<file path="config.mk">
export PLATFORM = sky130hd
export DESIGN_NAME = sto_sequencer
export DESIGN_NICKNAME = d
export VERILOG_FILES = /design/src/common/sto_pkg.sv /design/src/core/sto_timer.sv /design/src/core/sto_sequencer.sv
export SDC_FILE = /design/constraint.sdc
export NUM_CORES = 1
export LEC_CHECK = 0
export BUFFER_PORTS_ARGS = -buffer_cell sky130_fd_sc_hd__buf_2
export CORE_UTILIZATION = 42
export CTS_CLUSTER_SIZE = 8
export DETAILED_ROUTE_END_ITERATION = 8
export GPL_TIMING_DRIVEN = 1
export PLACE_DENSITY = 0.67
export SETUP_SLACK_MARGIN = 0.05
export SLEW_MARGIN = 20
export SYNTH_ARGS = -nofsm -noshare
export SYNTH_HDL_FRONTEND = slang
export SYNTH_SLANG_ARGS = --single-unit
export TNS_END_PERCENT = 10
</file>
<file path="constraint.sdc">
create_clock -name ref_clk_in -period 2.1 [get_ports ref_clk_in]
set_input_delay 0.21 -clock ref_clk_in [delete_from_list [all_inputs] [get_ports ref_clk_in]]
set_output_delay 0.21 -clock ref_clk_in [all_outputs]
set_load 0.03 [all_outputs]
</file>
<file path="src/common/sto_pkg.sv">
// Constants for the torque-off sequencer: timing figures and derived counts.
// Assumes a 10 MHz clock and a 1 ms tick from the divider.
package sto_pkg;
  localparam int unsigned CLK_HZ            = 10_000_000;
  localparam int unsigned TICK_US           = 1000;
  localparam int unsigned TICK_CYCLES       = CLK_HZ / 1_000_000 * TICK_US;
  localparam int unsigned BOOT_MS           = 4000;
  localparam int unsigned DC_CHARGE_MS      = 1000;
  localparam int unsigned STAGE_ON_MS       = 6;
  localparam int unsigned MAINS_LOSS_MS     = 600;
  localparam int unsigned MISMATCH_MS       = 100;
  localparam int unsigned HOLD_LOW_MS       = 20;
  localparam int unsigned DELAY_MAX_MS      = 32000;
  localparam int unsigned FILTER_LEN        = 4;
  localparam int unsigned POS_CYCLE_US      = 200;
  localparam int unsigned POS_CYCLE_CYCLES  = CLK_HZ / 1_000_000 * POS_CYCLE_US;
  localparam int unsigned TW                = 16;
  typedef enum logic [2:0] {
    STO_BOOT, STO_CHARGE, STO_READY, STO_STAGE_WAIT, STO_START_WAIT,
    STO_RUN, STO_STOP_WAIT, STO_SAFE_OFF
  } sto_state_t;
endpackage : sto_pkg

</file>
<file path="src/core/sto_timer.sv">
// Millisecond down-counter, loaded on start, counts on the tick enable.
// Assumes the tick is a one-cycle pulse from the parent divider.
`timescale 1ns/1ps
`default_nettype none
module sto_timer #(
  parameter int unsigned W = 16
) (
  input  wire logic         ref_clk_in,
  input  wire logic         rst_n_in,
  input  wire logic         start_in,
  input  wire logic [W-1:0] load_in,
  input  wire logic         tick_in,
  output logic              done_out
);
  logic [W-1:0] cnt_q;
  logic         run_q;

  always_ff @(posedge ref_clk_in or negedge rst_n_in) begin
    if (!rst_n_in) begin
      cnt_q <= '0;
      run_q <= 1'b0;
    end else if (start_in) begin
      cnt_q <= load_in;
      run_q <= 1'b1;
    end else if (run_q && (cnt_q == '0)) begin
      run_q <= 1'b0;
    end else if (run_q && tick_in) begin
      cnt_q <= cnt_q - W'(1);
    end
  end

  assign done_out = run_q && (cnt_q == '0);
endmodule : sto_timer
`default_nettype wire

</file>
<file path="src/core/sto_sequencer.sv">
// Power-on and torque-off sequencer for a servo drive output stage.
// Assumes all inputs synchronous to ref_clk_in; firmware and mains status
// arrive as plain levels, delays in milliseconds.
`timescale 1ns/1ps
`default_nettype none
module sto_sequencer
  import sto_pkg::*;
#(
  parameter int unsigned TICK_DIV   = sto_pkg::TICK_CYCLES,
  parameter int unsigned FILT_DIV   = sto_pkg::POS_CYCLE_CYCLES,
  parameter int unsigned CHARGE_MS  = sto_pkg::DC_CHARGE_MS,
  parameter int unsigned BOOT_LIM   = sto_pkg::BOOT_MS,
  parameter int unsigned MAINS_MS   = sto_pkg::MAINS_LOSS_MS
) (
  input  wire logic                   ref_clk_in,
  input  wire logic                   rst_n_in,
  input  wire logic                   firmware_ready_in,
  input  wire logic                   mains_present_in,
  input  wire logic                   torque_off_channel_a_in,
  input  wire logic                   torque_off_channel_b_in,
  input  wire logic                   drive_enable_input_in,
  input  wire logic [sto_pkg::TW-1:0] start_delay_ms_in,
  input  wire logic [sto_pkg::TW-1:0] stop_delay_ms_in,
  input  wire logic                   error_clear_in,
  output logic                        power_stage_on_out,
  output logic                        brake_release_out,
  output logic                        setpoint_enable_out,
  output logic                        dc_bus_ready_out,
  output logic                        mains_lost_out,
  output logic                        boot_timeout_out,
  output logic                        mismatch_error_out,
  output logic                        sto_active_error_out,
  output logic                        safe_off_out,
  output logic [2:0]                  state_out
);
  import sto_pkg::*;

  sto_state_t   state_q;
  logic [31:0]  div_q;
  logic         tick_q;
  logic [31:0]  fdiv_q;
  logic [FILTER_LEN-1:0] fsh_q;
  logic         enable_q;
  logic         both_high, both_low, differ;
  logic [TW-1:0] boot_cnt_q, mains_cnt_q, mis_cnt_q, hold_cnt_q;
  logic         hold_ok_q;
  logic         t_start, t_done;
  logic [TW-1:0] t_load;

  always_ff @(posedge ref_clk_in or negedge rst_n_in) begin
    if (!rst_n_in) begin
      div_q  <= '0;
      tick_q <= 1'b0;
    end else if (div_q == TICK_DIV - 1) begin
      div_q  <= '0;
      tick_q <= 1'b1;
    end else begin
      div_q  <= div_q + 32'h1;
      tick_q <= 1'b0;
    end
  end

  always_ff @(posedge ref_clk_in or negedge rst_n_in) begin
    if (!rst_n_in) begin
      fdiv_q   <= '0;
      fsh_q    <= '0;
      enable_q <= 1'b0;
    end else if (fdiv_q == FILT_DIV - 1) begin
      fdiv_q <= '0;
      fsh_q  <= {fsh_q[FILTER_LEN-2:0], drive_enable_input_in};
      if (&fsh_q) begin
        enable_q <= 1'b1;
      end else if (~|fsh_q) begin
        enable_q <= 1'b0;
      end
    end else begin
      fdiv_q <= fdiv_q + 32'h1;
    end
  end

  assign both_high = torque_off_channel_a_in & torque_off_channel_b_in;
  assign both_low  = ~(torque_off_channel_a_in | torque_off_channel_b_in);
  assign differ    = torque_off_channel_a_in ^ torque_off_channel_b_in;

  always_ff @(posedge ref_clk_in or negedge rst_n_in) begin
    if (!rst_n_in) begin
      mis_cnt_q          <= '0;
      mismatch_error_out <= 1'b0;
    end else begin
      if (!differ) begin
        mis_cnt_q <= '0;
      end else if (tick_q && mis_cnt_q <= TW'(MISMATCH_MS)) begin
        mis_cnt_q <= mis_cnt_q + TW'(1);
      end
      // Set wins over a clear in the same cycle
      if (differ && mis_cnt_q > TW'(MISMATCH_MS)) begin
        mismatch_error_out <= 1'b1;
      end else if (error_clear_in) begin
        mismatch_error_out <= 1'b0;
      end
    end
  end

  always_ff @(posedge ref_clk_in or negedge rst_n_in) begin
    if (!rst_n_in) begin
      boot_cnt_q       <= '0;
      boot_timeout_out <= 1'b0;
    end else if (!firmware_ready_in && tick_q) begin
      if (boot_cnt_q >= TW'(BOOT_LIM - 1)) begin
        boot_timeout_out <= 1'b1;
      end else begin
        boot_cnt_q <= boot_cnt_q + TW'(1);
      end
    end
  end

  always_ff @(posedge ref_clk_in or negedge rst_n_in) begin
    if (!rst_n_in) begin
      mains_cnt_q    <= '0;
      mains_lost_out <= 1'b0;
    end else if (mains_present_in) begin
      mains_cnt_q    <= '0;
      mains_lost_out <= 1'b0;
    end else if (tick_q) begin
      if (mains_cnt_q >= TW'(MAINS_MS - 1)) begin
        mains_lost_out <= 1'b1;
      end else begin
        mains_cnt_q <= mains_cnt_q + TW'(1);
      end
    end
  end

  // Enable must stay low over 20 ms after restore
  always_ff @(posedge ref_clk_in or negedge rst_n_in) begin
    if (!rst_n_in) begin
      hold_cnt_q <= '0;
      hold_ok_q  <= 1'b0;
    end else if (enable_q || !both_high) begin
      hold_cnt_q <= '0;
      hold_ok_q  <= 1'b0;
    end else if (tick_q) begin
      if (hold_cnt_q > TW'(HOLD_LOW_MS)) begin
        hold_ok_q <= 1'b1;
      end else begin
        hold_cnt_q <= hold_cnt_q + TW'(1);
      end
    end
  end

  // Shared sequence timer; one phase is timed at a time
  sto_timer #(
    .W (TW)
  ) u_timer (
    .ref_clk_in (ref_clk_in),
    .rst_n_in   (rst_n_in),
    .start_in   (t_start),
    .load_in    (t_load),
    .tick_in    (tick_q),
    .done_out   (t_done)
  );

  // Clamp programmed delays to 32 s
  function automatic logic [TW-1:0] clamp_ms(input logic [TW-1:0] v);
    clamp_ms = (v > TW'(DELAY_MAX_MS)) ? TW'(DELAY_MAX_MS) : v;
  endfunction : clamp_ms

  always_comb begin
    t_start  = 1'b0;
    t_load   = '0;
    unique case (state_q)
      STO_BOOT: begin
        t_start = firmware_ready_in && mains_present_in;
        t_load  = TW'(CHARGE_MS);
      end
      STO_READY: begin
        t_start = enable_q && both_high;
        t_load  = TW'(STAGE_ON_MS);
      end
      STO_STAGE_WAIT: begin
        t_start = t_done;
        t_load  = clamp_ms(start_delay_ms_in);
      end
      // Enable lost before the run: the stop delay still applies
      STO_START_WAIT: begin
        t_start = !enable_q;
        t_load  = clamp_ms(stop_delay_ms_in);
      end
      STO_RUN: begin
        t_start = !enable_q && both_high;
        t_load  = clamp_ms(stop_delay_ms_in);
      end
      default: begin
        t_start = 1'b0;
      end
    endcase
  end

  // Main sequence; torque-off overrides every state except STO_BOOT and STO_CHARGE
  always_ff @(posedge ref_clk_in or negedge rst_n_in) begin
    if (!rst_n_in) begin
      state_q <= STO_BOOT;
    end else if (!both_high && state_q != STO_BOOT
                 && state_q != STO_CHARGE) begin
      state_q <= STO_SAFE_OFF;
    end else begin
      unique case (state_q)
        STO_BOOT:       if (t_start) state_q <= STO_CHARGE;
        STO_CHARGE:     if (t_done) state_q <= STO_SAFE_OFF;
        STO_READY:      if (t_start) state_q <= STO_STAGE_WAIT;
        STO_STAGE_WAIT: if (!enable_q) state_q <= STO_READY;
                        else if (t_done) state_q <= STO_START_WAIT;
        STO_START_WAIT: if (!enable_q) state_q <= STO_STOP_WAIT;
                        else if (t_done) state_q <= STO_RUN;
        STO_RUN:        if (t_start) state_q <= STO_STOP_WAIT;
        STO_STOP_WAIT:  if (t_done) state_q <= STO_READY;
        // Restore is seen only once hold_ok_q is set, over 20 ms after restore with enable low
        STO_SAFE_OFF:   if (both_high && hold_ok_q) state_q <= STO_READY;
      endcase
    end
  end

  // Outputs lag the state by one cycle only
  always_ff @(posedge ref_clk_in or negedge rst_n_in) begin
    if (!rst_n_in) begin
      power_stage_on_out  <= 1'b0;
      brake_release_out   <= 1'b0;
      setpoint_enable_out <= 1'b0;
      dc_bus_ready_out    <= 1'b0;
      safe_off_out        <= 1'b1;
      state_out           <= '0;
    end else begin
      power_stage_on_out  <= both_high &&
                             (state_q == STO_START_WAIT ||
                              state_q == STO_RUN ||
                              state_q == STO_STOP_WAIT);
      brake_release_out   <= both_high &&
                             (state_q == STO_START_WAIT ||
                              state_q == STO_RUN);
      setpoint_enable_out <= both_high && state_q == STO_RUN;
      dc_bus_ready_out    <= state_q != STO_BOOT && state_q != STO_CHARGE;
      safe_off_out        <= !both_high;
      state_out           <= state_q;
    end
  end

  // Error when channels drop under an active stage
  always_ff @(posedge ref_clk_in or negedge rst_n_in) begin
    if (!rst_n_in) begin
      sto_active_error_out <= 1'b0;
    end else if (!both_high && power_stage_on_out) begin
      sto_active_error_out <= 1'b1;
    end else if (error_clear_in) begin
      sto_active_error_out <= 1'b0;
    end
  end

endmodule : sto_sequencer
`default_nettype wire

</file>
==> metrics.cfg, run 1 <==
[floorplan]
ioPinCount=52
core_area_um2=19000
die-height_um=142
start_util_pct=43.5
die_area_um2=20200
die_x_um=142
placementRows=50

[clock_network]
worstSkewPairLatency_ns=0.42
cts_root_buf=clkbuf_16
clock-sinks=167
clk_pin_slew_ns=0.06
cts_tree=done
cts_buffers=17
cts_buffer_depth=2
cts_max_level=4

[status]
status=finished, final reports clean

[run]
maxCapViolCount=0

[timing]
worstMarginPinSlew_ns=0.633
relSlewSlack_pct=57.6
period_share_pct=99.5
drv_slew=0
hold_viol=0
max_freq_mhz=479
tns_ns=0
rsz0062_at_grt=true
fin_skew_ns=0.00879
period_minus_slack_ns=2.09
setup_viol=0

[pwr]
p_leak_nw=4.53
max-vdd-ir-drop_mv=0.519
power.internal_mw=5.36
fin_total_pwr_mw=7.29
pwr-share-comb_pct=12.4
switching_share_pct=26.5
p_sw_mw=1.93
powerDensity_nw_per_um2=742
seqPwrFrac_pct=47.3
p_clk_share_pct=40.3

[route]
antenna_left=0
drcViolationCount=0
via_count=6183
drtIter0Drc=370
wl_per_cell_um=14.5
first_pass_iters=5
viasPerCell=5.30
wirelength_um=16900

[grt]
grt_pass1_vias=5905
antenna_found_initial=0
grt_pass1_wl_um=28400
track_usage_pct=17.6
grt_start_max_net_pins=56
overflow=0

[logic_synthesis]
ys_top_cells_by_count=dfrtp_1, nor2_1, nand2_1
seq_area_frac_synth_pct=50.7
synth_top_area_cell=dfrtp_1
syn-num-nets=847
synth_cell_types=70
synth_cells=796
synth_seq_cells=167
yosysWarnings=0
synth_edf_count=0
yosysTopAreaCellShare_pct=50.4
synthMostInstantiatedCell=dfrtp_1
synth_flop_cell=dfrtp_1
synthTopCellsByArea=dfrtp_1, xnor2_1, xor2_1, nor2_1, nand2_1
syn_area_per_cell_um2=10.4
async_flop_share_pct=100
syn_area_um2=8250

[setup_path]
slowest_delay_ns=0.57
slowest_stage=or4_4
critical_path_class=register to register
crit_buf_inv=0
worstPathArrival_ns=2.39
cp-start-kind=register
crit_family=simple AND/OR/NAND/NOR gates
cp_max_fo=8
worst_setup_path_end_kind=register
cp_data_required_time_ns=2.40
crit_chain=or4_4 > nor4b_4 > nand4_2 > and2_4 > mux2_4

[placed_design]
place.gp.congestion=0.882
portBuffers=51
dp_hpwl_um=11900
placed_area_um2=9110

[final_layout]
syn_to_final_growth_pct=19.1
num-nets-final=944
diodes=0
drive_gt1_share_pct=20.3
stdcell_area_um2=9830

[hold_path]
hold_class=input port to register

## power by group through the flow
stage	combinational, mW	sequential [mW]	clock, mW
CTS	0.880	3.45	3.02
detailed placement	0.873	3.51	0
finish	0.904	3.45	2.93
global placement	0.874	3.51	0
floorplan	0.522	3.49	0
global route	0.995	3.46	3.15
## repair_timing
item | CTS | global route
setup endpoints to repair | 9 | 30
setup buffers | 2 | 3
pin swaps | 1 | 11
hold buffers | 1 | 0
gates resized for setup | 0 | 22
hold endpoints to repair | 52 | 0
## worst register-to-register path: cells and delay by family, from the launching register on
| kind | cells | cell delay [ns] |
|---|---|---|
| simple gates | 4 | 1.27 |
| mux | 1 | 0.30 |
| flops | 1 | 0.41 |
## worst paths after layout
| path | to | from | slack (ns) | cells after the start |
|---|---|---|---|---|
| worst max-delay path | u_timer.cnt_q[10]$_DFFE_PN0P_ | u_timer.cnt_q[3]$_DFFE_PN0P_ | 0.01 | 5 |
| worst min-delay path | fsh_q[0]$_DFFE_PN0N_ | drive_enable_input_in | 0.04 | 2 |
| worst max register to register | u_timer.cnt_q[10]$_DFFE_PN0P_ | u_timer.cnt_q[3]$_DFFE_PN0P_ | 0.01 | 5 |
| worst min register to register | boot_cnt_q[15]$_DFFE_PN0P_ | boot_cnt_q[15]$_DFFE_PN0P_ | 0.37 | 0 |
| max in group asynchronous | safe_off_out$_DFF_PN1_ | rst_n_in | 1.03 | 3 |
| min in group asynchronous | fdiv_q[24]$_DFF_PN0_ | rst_n_in | 0.28 | 2 |
## per-layer routing
metal	global-route usage [%]	vias up	share of wire, %
met3	3.94	15	2.8
met5	0	-	0
met2	27.2	102	47
met4	4.92	0	1.1
met1	24.7	3004	49
li1	-	3062	-
## stage by stage
step	util, %	hold slack, ns	setup slack (ns)	std cells
finish	51.8	0.0418	0.0104	1166
global route	51.8	0.0457	-0.0940	1166
CTS	51.1	0.0344	0.0194	1163
detailed placement	48.1	0.202	0.0325	1128
global placement	48.1	0.207	0.0699	1128
floorplan	-	-0.0856	-0.0225	796
## kinds of logic after synthesis
logic type | after synthesis | synth area share, %
fa+ha+maj | 11 | 1.67
mux | 18 | 2.47
flops | 167 | 50.7
compound gates | 99 | 8.60
xor+xnor | 91 | 9.66
simple gates | 359 | 24.4
buf+inv | 51 | 2.50
## cell type report
type	count	area (µm²)
clock buffer	21	470
clock inverter	11	90.1
fill	1670	9130
inverter	24	90.1
multi-input combinational	578	3980
sequential	167	4180
tap	260	325
timing repair buffer	105	694
## state kept, by name, indices dropped and copies added (netlist names), 3 cells and up
signal,flops
state_q,3
fsh_q,4
boot_cnt_q,16
mains_cnt_q,16
fdiv_q,32
u_timer.cnt_q,16
mis_cnt_q,16
div_q,32
state_out,3
hold_cnt_q,16
## placed cells by master (no fill, tap or decap), types with 16 or more instances in the layout
| cell | Yosys | routed |
|---|---|---|
| buf_2 | 0 | 50 |
| nor3_1 | 19 | 17 |
| xor2_1 | 44 | 44 |
| nor2b_1 | 16 | 16 |
| nand2_1 | 59 | 59 |
| xnor2_1 | 47 | 47 |
| clkbuf_16 | 0 | 17 |
| o21ai_0 | 18 | 17 |
| nand4_1 | 23 | 23 |
| nor4_1 | 23 | 20 |
| and3_1 | 25 | 25 |
| dfrtp_1 | 166 | 166 |
| nand3_1 | 39 | 39 |
| buf_4 | 0 | 51 |
| inv_1 | 24 | 24 |
| nor2_1 | 73 | 73 |
No activity file was read; power rests on OpenSTA's default activity.
==> inputs of run 2 (changes only) <==
CORE_ASPECT_RATIO = 1.5   (was not set)
PLACE_DENSITY = 0.65   (was 0.67)
clock period = 2.4 ns   (was 2.1 ns; I/O delays follow)
==> metrics.cfg, run 2 (synthesis gave the netlist of run 1 again) <==
[route]
wirelength_um=17500  ; was 16900 µm
viasPerCell=5.44  ; was 5.30
antenna_left=0  ; unchanged
drtIter0Drc=271  ; was 370
drcViolationCount=0  ; unchanged
via_count=6172  ; was 6183
first_pass_iters=4  ; was 5
wl_per_cell_um=15.4  ; was 14.5 µm

[setup_path]
critical_path_class=register to register  ; unchanged
cp-start-kind=register  ; unchanged
cp_max_fo=15  ; was 8
worstPathArrival_ns=2.58  ; was 2.39 ns
cp_data_required_time_ns=2.71  ; was 2.40 ns
rrSetupSlack_ns=0.13  ; was 0.01 ns
worst_setup_path_end_kind=register  ; unchanged

[pwr]
seqPwrFrac_pct=47.4  ; was 47.3%
p_leak_nw=4.38  ; was 4.53 nW
switching_share_pct=26.3  ; was 26.5%
fin_total_pwr_mw=6.42  ; was 7.29 mW
p_sw_mw=1.69  ; was 1.93 mW
pwr-share-comb_pct=11.3  ; was 12.4%
p_clk_share_pct=41.3  ; was 40.3%
max-vdd-ir-drop_mv=0.530  ; was 0.519 mV
power.internal_mw=4.73  ; was 5.36 mW
powerDensity_nw_per_um2=672  ; was 742 nW/µm²

[timing]
period_share_pct=94.6  ; was 99.5%
relSlewSlack_pct=58.7  ; was 57.6%
period_minus_slack_ns=2.27  ; was 2.09 ns
setup_viol=0  ; unchanged
worstMarginPinSlew_ns=0.612  ; was 0.633 ns
hold_viol=0  ; unchanged
max_freq_mhz=441  ; was 479 MHz
tns_ns=0  ; unchanged
drv_slew=0  ; unchanged
fin_skew_ns=0.00885  ; was 0.00879 ns
rsz0062_at_grt=true  ; unchanged

[grt]
track_usage_pct=18.7  ; was 17.6%
overflow=0  ; unchanged
grt_start_max_net_pins=51  ; was 56
grt_pass1_vias=6173  ; was 5905
grt_pass1_wl_um=29600  ; was 28400 µm
antenna_found_initial=0  ; unchanged

[final_layout]
final_common_cell=dfrtp_1  ; unchanged
drive_gt1_share_pct=15.9  ; was 20.3%
syn_to_final_growth_pct=15.8  ; was 19.1%
final_cell_mix=dfrtp_1, nor2_1, nand2_1, buf_2, xnor2_1  ; was dfrtp_1, nor2_1, nand2_1, buf_4, buf_2
reg_top3=div_q: 32 flops, fdiv_q: 32 flops  ; unchanged
num-nets-final=917  ; was 944
diodes=0  ; unchanged
stdcell_area_um2=9550  ; was 9830 µm²

[status]
status=finished, final reports clean  ; unchanged

[floorplan]
ioPinCount=52  ; unchanged
die_area_um2=20200  ; about the same
die_x_um=116  ; was 142 µm
start_util_pct=43.1  ; was 43.5%
placementRows=62  ; was 50
core_area_um2=19200  ; was 19000 µm²
die-height_um=174  ; was 142 µm

[clock_network]
clk_pin_slew_ns=0.07  ; was 0.06 ns
clock-sinks=167  ; unchanged
cts_buffers=17  ; unchanged
cts_tree=done  ; unchanged
cts_buffer_depth=2  ; unchanged
cts_root_buf=clkbuf_16  ; unchanged
cts_max_level=4  ; unchanged
worstSkewPairLatency_ns=0.43  ; was 0.42 ns

[placed_design]
portBuffers=51  ; unchanged
placed_area_um2=8930  ; was 9110 µm²
place.gp.congestion=0.895  ; was 0.882
dp_hpwl_um=12700  ; was 11900 µm

[hold_path]
hold_class=input port to register  ; unchanged

[run]
maxCapViolCount=0  ; unchanged

## run 2: cell count changes in the layout (fill, tap and decap cells not counted), sizes merged
| cell | delta |
|---|---|
| bufinv | +1 |
| clkinvlp | -1 |
| buf | -27 |
## run 2: final timing paths
check                                                to                         start  depth (start not counted)
max                        u_timer.cnt_q[4]$_DFFE_PN0P_  u_timer.cnt_q[2]$_DFFE_PN0P_                          5
min                                fsh_q[0]$_DFFE_PN0N_         drive_enable_input_in                          2
max reg2reg                u_timer.cnt_q[4]$_DFFE_PN0P_  u_timer.cnt_q[2]$_DFFE_PN0P_                          5
min reg2reg                  boot_cnt_q[15]$_DFFE_PN0P_    boot_cnt_q[15]$_DFFE_PN0P_                          0
max in group asynchronous  u_timer.cnt_q[1]$_DFFE_PN0P_                      rst_n_in                          3
min in group asynchronous    mains_cnt_q[0]$_DFFE_PN0P_                      rst_n_in                          2
## run 2: area by class of cell
| class | instances | area [µm²] |
|---|---|---|
| fillers | 1797 | 9610 |
| flip-flops and latches | 167 | 4180 |
| multi-input cells | 578 | 3890 |
| repair buffers | 78 | 492 |
| clock buffers | 21 | 460 |
| well taps | 256 | 320 |
| clock inverters | 11 | 114 |
| inverters | 24 | 90.1 |
## run 2: worst max-delay path, cell delays in order (launching register included)
cell and delay (ns):
dfrtp_1 0.46, or4_4 0.58, nor4b_4 0.35, nand4_4 0.17, and2_4 0.28, mux2_4 0.31
## run 2: per-stage QoR
| step | instances | hold WS (ns) | util, % | setup WS, ns |
|---|---|---|---|---|
| 6_report | 1135 | 0.0745 | 49.8 | 0.131 |
| 3_3_place_gp | 1102 | 0.220 | 46.6 | 0.170 |
| 3_5_place_dp | 1102 | 0.227 | 46.6 | 0.119 |
| 2_1_floorplan | 796 | -0.0556 | - | 0.220 |
| 4_1_cts | 1135 | 0.0591 | 49.7 | 0.107 |
| 5_1_grt | 1135 | 0.0601 | 49.8 | 0.0348 |
## run 2: what timing repair did
action,in CTS,in global routing
setup endpoints to repair,0,11
endpoints found under the hold margin,47,0
resized for setup,0,5
hold buffers,1,0
buffers inserted,0,0
## run 2: power groups by stage
stage / clock, mW / sequential (mW) / combinational [mW]
floorplan: 0 / 3.05 / 0.451
global placement: 0 / 3.07 / 0.701
detailed placement: 0 / 3.07 / 0.704
CTS: 2.71 / 3.02 / 0.710
global route: 2.84 / 3.04 / 0.804
finish: 2.65 / 3.04 / 0.727
## run 2: metal layers
metal	GRT usage, %	vias up	wire [µm]
li1	-	3008	-
met1	22.6	3021	7440
met2	31.2	100	8980
met3	3.08	43	461
met4	10.3	0	637
met5	0	-	0
